===== src/verilog/mbm_pkg.sv =====
// package of the memory block move engine: widths, opcodes, limits.
// assumes a byte-wide ram of at most 1024 bytes and a 128-byte rx queue.
`default_nettype none

package mbm_pkg;

    localparam int unsigned ADDR_W = 10;  // ram byte address width
    localparam int unsigned CNT_W = 8;  // byte count width
    localparam int unsigned RXQ_DEPTH = 128;  // rx queue capacity in bytes
    localparam int unsigned RXQ_PTR_W = 7;  // rx queue pointer width
    localparam int unsigned REV_CHUNK = 16;  // reversed copy staging depth

    // instruction codes on cmd_op
    localparam logic [2:0] OP_RXQ_TO_RAM = 3'h0;  // rxq_to_ram_move
    localparam logic [2:0] OP_RAM_TO_TXQ = 3'h1;  // ram_to_txq_copy
    localparam logic [2:0] OP_FWD_COPY = 3'h2;  // forward_block_copy
    localparam logic [2:0] OP_REV_COPY = 3'h3;  // reversed_block_copy
    localparam logic [2:0] OP_XOR_BLOCK = 3'h4;  // xor_combine_block

    // engine sequencer states
    typedef enum logic [3:0] {
        ST_IDLE, ST_RDA, ST_WA, ST_CA, ST_RDB, ST_WB, ST_CB,
        ST_WR, ST_TXW, ST_NXT, ST_RVW, ST_FIN
    } mbm_state_type;

endpackage : mbm_pkg

`default_nettype wire


===== src/verilog/mbm_engine.sv =====
// memory block move engine with its own rx queue.
// assumes a sync ram: it samples addr/re/we at an edge and returns read
// data during the following cycle; rx bytes and commands are synchronous.
// Behaviour
// overlapping blocks handled for all but reversed
// reversed copy overlap safe only up to 16
// one-byte upward shift copy stays intact
// rx queue bytes moved into ram
// ram block appended to tx queue
// forward copy keeps byte order
// reversed copy writes byte n to E+C-1-n
// xor two blocks into the second
// same source and target clears ram
// rx queue holds up to 128 bytes
// empty rx read flags underflow unless byte arrives
// one instruction completes before the next starts
`timescale 1ns/1ns
`default_nettype none

module mbm_engine (
    input wire logic sys_clk,
    input wire logic nrst,
    input wire logic cmd_valid,
    output logic cmd_ready,
    input wire logic [2:0] cmd_op,
    input wire logic [7:0] cmd_count,
    input wire logic [9:0] cmd_src,
    input wire logic [9:0] cmd_dst,
    output logic cmd_done,
    output logic [9:0] ram_addr,
    output logic ram_re,
    output logic ram_we,
    output logic [7:0] ram_wdata,
    input wire logic [7:0] ram_rdata,
    input wire logic rxq_push,
    input wire logic [7:0] rxq_data,
    output logic [7:0] rxq_level,
    output logic rxq_underflow,
    output logic txq_valid,
    output logic [7:0] txq_data,
    input wire logic txq_ready
);

    ////////////////////////////////////////////////////////////////////////
    // state record: every flip-flop of the block lives here
    typedef struct packed {
        mbm_pkg::mbm_state_type st;  // sequencer state
        logic [2:0] op;  // latched instruction
        logic [9:0] src;  // source base
        logic [9:0] dst;  // destination base
        logic [7:0] cnt;  // byte count
        logic [7:0] p;  // bytes processed so far
        logic [4:0] j;  // index inside a reversed chunk
        logic [4:0] k;  // length of current reversed chunk
        logic down;  // walk from the top end
        logic [7:0] a;  // byte in flight
        logic [15:0][7:0] rbuf;  // reversed copy staging
        logic [127:0][7:0] rxq;  // rx queue storage
        logic [6:0] head;  // rx queue read pointer
        logic [6:0] tail;  // rx queue write pointer
        logic [7:0] level;  // rx queue fill
        logic [9:0] ram_addr;
        logic [7:0] ram_wdata;
        logic ram_we;
        logic ram_re;
        logic tx_valid;
        logic [7:0] tx_data;
        logic uflow;
        logic done;
        logic cmd_ready;
    } mbm_reg_type;

    mbm_reg_type s_q;  // registered state
    mbm_reg_type s_d;  // next state
    logic pop;  // engine takes an rx byte this cycle
    logic pop_real;  // a stored byte leaves the queue
    logic push_real;  // an arriving byte is stored

    // base plus offset, wrapping inside the ram address space
    function automatic logic [9:0] mbm_offs(input logic [9:0] base,
                                            input logic [7:0] off);
        return base + {2'b00, off};
    endfunction

    ////////////////////////////////////////////////////////////////////////
    // next-state logic
    always_comb begin
        logic [7:0] off;
        logic [7:0] rem;
        off = s_q.down ? (s_q.cnt - 8'h01 - s_q.p) : s_q.p;
        rem = s_q.cnt - s_q.p;
        s_d = s_q;
        s_d.ram_we = 1'b0;
        s_d.ram_re = 1'b0;
        s_d.uflow = 1'b0;
        s_d.done = 1'b0;
        pop = 1'b0;
        case (s_q.st)
            mbm_pkg::ST_IDLE: begin
                // only idle takes a command, so instructions never mix
                if (cmd_valid && s_q.cmd_ready) begin
                    s_d.cmd_ready = 1'b0;
                    s_d.op = cmd_op;
                    s_d.src = cmd_src;
                    s_d.dst = cmd_dst;
                    s_d.cnt = cmd_count;
                    s_d.p = 8'h00;
                    s_d.j = 5'h00;
                    // upward overlap would clobber unread source bytes
                    s_d.down = (cmd_op == mbm_pkg::OP_FWD_COPY ||
                                cmd_op == mbm_pkg::OP_XOR_BLOCK) &&
                               (cmd_dst > cmd_src);
                    s_d.st = (cmd_count == 8'h00) ? mbm_pkg::ST_FIN
                                                  : mbm_pkg::ST_RDA;
                end
            end
            mbm_pkg::ST_RDA: begin
                if (s_q.op == mbm_pkg::OP_RXQ_TO_RAM) begin
                    pop = 1'b1;
                    if (s_q.level != 8'h00) begin
                        s_d.a = s_q.rxq[s_q.head];
                    end else if (rxq_push) begin
                        s_d.a = rxq_data;
                    end else begin
                        s_d.a = 8'h00;
                        s_d.uflow = 1'b1;
                    end
                    s_d.st = mbm_pkg::ST_WR;
                end else begin
                    // a fresh chunk stages at most sixteen bytes
                    if (s_q.j == 5'h00) begin
                        s_d.k = (rem > 8'(mbm_pkg::REV_CHUNK)) ?
                            5'(mbm_pkg::REV_CHUNK) : rem[4:0];
                    end
                    s_d.ram_addr = mbm_offs(s_q.src, off);
                    s_d.ram_re = 1'b1;
                    s_d.st = mbm_pkg::ST_WA;
                end
            end
            mbm_pkg::ST_WA: begin
                s_d.st = mbm_pkg::ST_CA;  // ram is sampling the read
            end
            mbm_pkg::ST_CA: begin
                case (s_q.op)
                    mbm_pkg::OP_RAM_TO_TXQ: begin
                        s_d.tx_valid = 1'b1;
                        s_d.tx_data = ram_rdata;
                        s_d.st = mbm_pkg::ST_TXW;
                    end
                    mbm_pkg::OP_XOR_BLOCK: begin
                        s_d.a = ram_rdata;
                        s_d.st = mbm_pkg::ST_RDB;
                    end
                    mbm_pkg::OP_REV_COPY: begin
                        // whole chunk read before any write
                        s_d.rbuf[s_q.j[3:0]] = ram_rdata;
                        s_d.p = s_q.p + 8'h01;
                        if (s_q.j == s_q.k - 5'h01) begin
                            s_d.j = 5'h00;
                            s_d.st = mbm_pkg::ST_RVW;
                        end else begin
                            s_d.j = s_q.j + 5'h01;
                            s_d.st = mbm_pkg::ST_RDA;
                        end
                    end
                    default: begin
                        s_d.a = ram_rdata;
                        s_d.st = mbm_pkg::ST_WR;
                    end
                endcase
            end
            mbm_pkg::ST_RDB: begin
                s_d.ram_addr = mbm_offs(s_q.dst, off);
                s_d.ram_re = 1'b1;
                s_d.st = mbm_pkg::ST_WB;
            end
            mbm_pkg::ST_WB: begin
                s_d.st = mbm_pkg::ST_CB;
            end
            mbm_pkg::ST_CB: begin
                s_d.a = s_q.a ^ ram_rdata;
                s_d.st = mbm_pkg::ST_WR;
            end
            mbm_pkg::ST_WR: begin
                s_d.ram_addr = mbm_offs(s_q.dst, off);
                s_d.ram_wdata = s_q.a;
                s_d.ram_we = 1'b1;
                s_d.st = mbm_pkg::ST_NXT;
            end
            mbm_pkg::ST_TXW: begin
                // the tx queue may stall; byte stands until taken
                if (txq_ready) begin
                    s_d.tx_valid = 1'b0;
                    s_d.st = mbm_pkg::ST_NXT;
                end
            end
            mbm_pkg::ST_NXT: begin
                s_d.p = s_q.p + 8'h01;
                s_d.st = (s_q.p + 8'h01 == s_q.cnt) ? mbm_pkg::ST_FIN
                                                    : mbm_pkg::ST_RDA;
            end
            mbm_pkg::ST_RVW: begin
                // source byte (p-k+j) lands at dst+C-1-(p-k+j)
                s_d.ram_addr = mbm_offs(s_q.dst, s_q.cnt - 8'h01 -
                    (s_q.p - {3'b000, s_q.k}) - {3'b000, s_q.j});
                s_d.ram_wdata = s_q.rbuf[s_q.j[3:0]];
                s_d.ram_we = 1'b1;
                if (s_q.j == s_q.k - 5'h01) begin
                    s_d.j = 5'h00;
                    s_d.st = (s_q.p == s_q.cnt) ? mbm_pkg::ST_FIN
                                                : mbm_pkg::ST_RDA;
                end else begin
                    s_d.j = s_q.j + 5'h01;
                end
            end
            mbm_pkg::ST_FIN: begin
                s_d.done = 1'b1;
                s_d.cmd_ready = 1'b1;
                s_d.st = mbm_pkg::ST_IDLE;
            end
            default: begin
                s_d.st = mbm_pkg::ST_IDLE;
            end
        endcase
        // rx queue: a byte bypassed to an empty-queue read is not stored
        pop_real = pop && (s_q.level != 8'h00);
        push_real = rxq_push && !(pop && s_q.level == 8'h00) &&
                    (s_q.level < 8'(mbm_pkg::RXQ_DEPTH));
        if (pop_real) begin
            s_d.head = s_q.head + 7'h01;
        end
        if (push_real) begin
            s_d.rxq[s_q.tail] = rxq_data;
            s_d.tail = s_q.tail + 7'h01;
        end
        s_d.level = s_q.level + {7'h00, push_real} - {7'h00, pop_real};
    end

    ////////////////////////////////////////////////////////////////////////
    // state register
    always_ff @(posedge sys_clk or negedge nrst) begin
        if (!nrst) begin
            s_q <= '0;
            s_q.cmd_ready <= 1'b1;
        end else begin
            s_q <= s_d;
        end
    end

    assign cmd_ready = s_q.cmd_ready;
    assign cmd_done = s_q.done;
    assign ram_addr = s_q.ram_addr;
    assign ram_re = s_q.ram_re;
    assign ram_we = s_q.ram_we;
    assign ram_wdata = s_q.ram_wdata;
    assign rxq_level = s_q.level;
    assign rxq_underflow = s_q.uflow;
    assign txq_valid = s_q.tx_valid;
    assign txq_data = s_q.tx_data;
endmodule // mbm_engine
`default_nettype wire


===== config.mk =====
export PLATFORM = sky130hd
export DESIGN_NAME = mbm_engine
export DESIGN_NICKNAME = d
export VERILOG_FILES = /design/src/verilog/mbm_pkg.sv /design/src/verilog/mbm_engine.sv
export SDC_FILE = /design/constraint.sdc
export NUM_CORES = 2
export LEC_CHECK = 0
export BUFFER_PORTS_ARGS = -buffer_cell sky130_fd_sc_hd__buf_2
export CAP_MARGIN = 10
export CORE_UTILIZATION = 61
export DETAILED_ROUTE_END_ITERATION = 8
export GPL_ROUTABILITY_DRIVEN = 0
export PLACE_DENSITY = 0.75
export SLEW_MARGIN = 20
export SYNTH_ARGS = -nofsm -noshare
export SYNTH_HDL_FRONTEND = slang
export SYNTH_SLANG_ARGS = --single-unit
export TNS_END_PERCENT = 20

===== constraint.sdc =====
create_clock -name sys_clk -period 13.4 [get_ports sys_clk]
set_input_delay 1.34 -clock sys_clk [delete_from_list [all_inputs] [get_ports sys_clk]]
set_output_delay 1.34 -clock sys_clk [all_outputs]
set_load 0.02 [all_outputs]

==> impl_metrics.ini <==
[floorplanning]
io_pins = 92
die-area_um2 = 101900
core-area_um2 = 98990
row_count = 115
die_y_um = 319.2
die_w_um = 319.2
initial_utilization_pct = 61.98

[sta]
fin_crit_sh_pct = 38.20
rsz0062_at_grt = false
clock_skew_ns = 0.03016
period_needed_ns = 5.119
clock.fmax_ghz = 0.1953
setup_violations = 0
tns_ns = 0
relSlewSlack_pct = 18.93
hold_violations = 0
slew_violations = 0
worstMarginPinSlew_ns = 1.185

[detailed_routing]
wl_um = 151600
vias = 37410
wl_per_cell_um = 26.41
drtAntennaViolNets = 0
via_per_inst = 6.520
drt_iter0_markers = 3010
firstDrtPassIters = 6
route.detailed.drc = 0

[layout]
fin_cells = 5738
final_cell_mix = dfrtp_1, mux2_2, mux4_2
final_common_cell = dfrtp_1
finalNetCount = 4482
fin_util_pct = 67.53
antennaDiodeCount = 0
nFillCells = 6987
drive_above_1_share_pct = 43.16
area_delta_synth_final_pct = 8.952

[yosys]
synth-edff-count = 0
avgSynthCellArea_um2 = 13.93
yosys_register_bits = 1268
synthCells = 4404
synth_ff_type = dfrtp_1
syn-num-nets = 4543
ys_types = 82
yosys_warnings = 0
synth.area.top_cells = dfrtp_1, mux2_2, mux4_2, mux2i_1, ha_1
yosys.area.top_type = dfrtp_1
syn-cell-area_um2 = 61360
async_flop_share_pct = 100.0
synthDominantCellAreaShare_pct = 51.67
synth_seq_area_share_pct = 51.71

[worst_setup_path]
cp.buffers_inverters = 6
cpMostUsedCell = inv_1
cp_slowest_stage_delay_ns = 0.57
cp-start-kind = register
crit_slowest_cell = fa_1
cp-end-kind = register
cp_max_fo = 39
critPathRequiredTime_ns = 14.07
crit_chain = buf_4 -> inv_1 -> fa_1 -> inv_1 -> fa_1 -> inv_1 -> ha_1 -> inv_1 -> fa_1 -> inv_1 -> a21oi_1 -> o21bai_1 -> a21o_1 -> a21oi_1 -> xnor2_1 -> mux2_2 -> ha_1 -> a21o_1 -> a31oi_1 -> mux2i_1 -> o221ai_1 -> a21oi_1
critical_path_class = reg -> reg
cp.arrival_ns = 5.78
crit_family = adder cells

[clock_tree]
clockBufferDepth = 3
clk_latency_ns = 0.75
post_cts_buffers = 0
ctsRootBufferMaster = clkbuf_16
clkTransAtPathRegs_ns = 0.06
cts_tree = yes
cts_buffers = 136
hold_buffers = 0
cts_resized = 0
clock_sinks = 1268
htreeDepth = 4

[power_and_ir_drop]
p_leak_uw = 0.03094
power_density_nw_per_um2 = 154.5
vdd_ir_drop_max_v = 0.0001214

[global_routing]
grt_max_degree = 185
grt_antenna_before_repair = 0
grt_pass1_wl_um = 238800
grt_usage_pct = 30.73
overflow = 0
grt_pass1_vias = 38520

[placement]
port_buffers = 91
place_hpwl_um = 96550
dp.cells = 5492

[run_status]
run_status = finished clean

[worst_hold_path]
hold_path.class = reg -> reg

[run]
cap_violations = 0
area by class of cell:
cell class                      instances  area, um2  share of cell area [%]
Inverter                               91      341.6                  0.5109
Clock inverter                         46      406.6                  0.6083
Tap cell                             1287       1610                   2.409
Sequential cell                      1268      31750                   47.49
Timing Repair Buffer                  141      944.7                   1.413
Clock buffer                          200       4063                   6.077
Multi-Input combinational cell       2705      27740                   41.49
registers in the layout, summed over array words and instances (netlist names), 8 cells and up:
| signal | cells |
|---|---|
| s_q | 1228 |
| ram_addr | 10 |
| ram_wdata | 8 |
| rxq_level | 8 |
| txq_data | 8 |
metal layers:
metal,up-vias,global-route usage (%),part of all wire (%)
li1,16000,-,-
met1,19890,43.19,43
met2,1186,47.96,47
met3,332,6.046,6.4
met4,0,11.11,3.6
met5,-,0,0
worst register-to-register path, stage by stage, from the launching register on:
cell,delay [ns]
dfrtp_2,0.33
buf_4,0.55
inv_1,0.27
fa_1,0.57
inv_1,0.05
fa_1,0.43
inv_1,0.06
ha_1,0.17
inv_1,0.06
fa_1,0.39
inv_1,0.07
a21oi_1,0.06
o21bai_1,0.19
a21o_1,0.14
a21oi_1,0.07
xnor2_1,0.13
mux2_2,0.26
ha_1,0.35
a21o_1,0.18
a31oi_1,0.20
mux2i_1,0.22
o221ai_1,0.12
a21oi_1,0.15
Yosys cell counts (18+ instances only):
master	n
o21ai_0	101
a21oi_1	81
buf_1	18
a211oi_1	27
nand3_1	50
ha_1	72
buf_4	53
mux2i_1	98
mux4_2	259
nor2_1	82
xnor2_1	39
a22oi_1	24
nor2_2	97
nand2_1	203
dfrtp_1	1267
xor2_1	29
nor2b_1	26
clkbuf_1	213
mux2_2	1162
inv_1	91
nor3_1	42
buf_2	49
o22ai_1	19
per-stage QoR:
step / cell area [um2] / power, uW / hold slack [ns] / setup slack, ns
floorplan: 61360 / 6054 / 0.4510 / 8.549
global placement: 62370 / 6614 / 0.4634 / 8.268
detailed placement: 62380 / 6662 / 0.4729 / 8.237
CTS: 66850 / 10380 / 0.4860 / 8.232
global route: 66850 / 10800 / 0.4964 / 7.900
finish: 66850 / 10330 / 0.4897 / 8.281
cells by family (layout without fill, tap and decap cells):
group           count (synthesis)  in the layout  synth area share (%)
fa+ha+maj                      87             87                 1.958
buf+inv                       431            478                 3.136
flops                        1268           1268                 51.71
xor+xnor                       68             68                0.9706
mux                          1534           1534                 32.71
compound gates                401            401                 4.282
simple gates                  615            615                 5.232
path summary, 6_finish.rpt:
check	to	startpoint	slack, ns	cells after the start
max in group asynchronous	s_q[330]$_DFFE_PN0P_	nrst	9.68	4
hold / removal	s_q[1251]$_DFFE_PN0P_	s_q[1251]$_DFFE_PN0P_	0.49	2
hold reg to reg	s_q[1251]$_DFFE_PN0P_	s_q[1251]$_DFFE_PN0P_	0.49	2
setup reg to reg	ram_addr[8]$_DFFE_PN0P_	s_q[1220]$_DFFE_PN0P_	8.28	22
setup / recovery	ram_addr[8]$_DFFE_PN0P_	s_q[1220]$_DFFE_PN0P_	8.28	22
min in group asynchronous	s_q[1126]$_DFFE_PN0P_	nrst	0.61	1
power by group:
part / internal, uW / switching [uW] / total (uW)
clock network: 2180 / 1540 / 3730
registers: 4080 / 250 / 4330
logic: 957 / 1320 / 2280
total: 7220 / 3110 / 10300
Power figures use the tool's default switching activity.
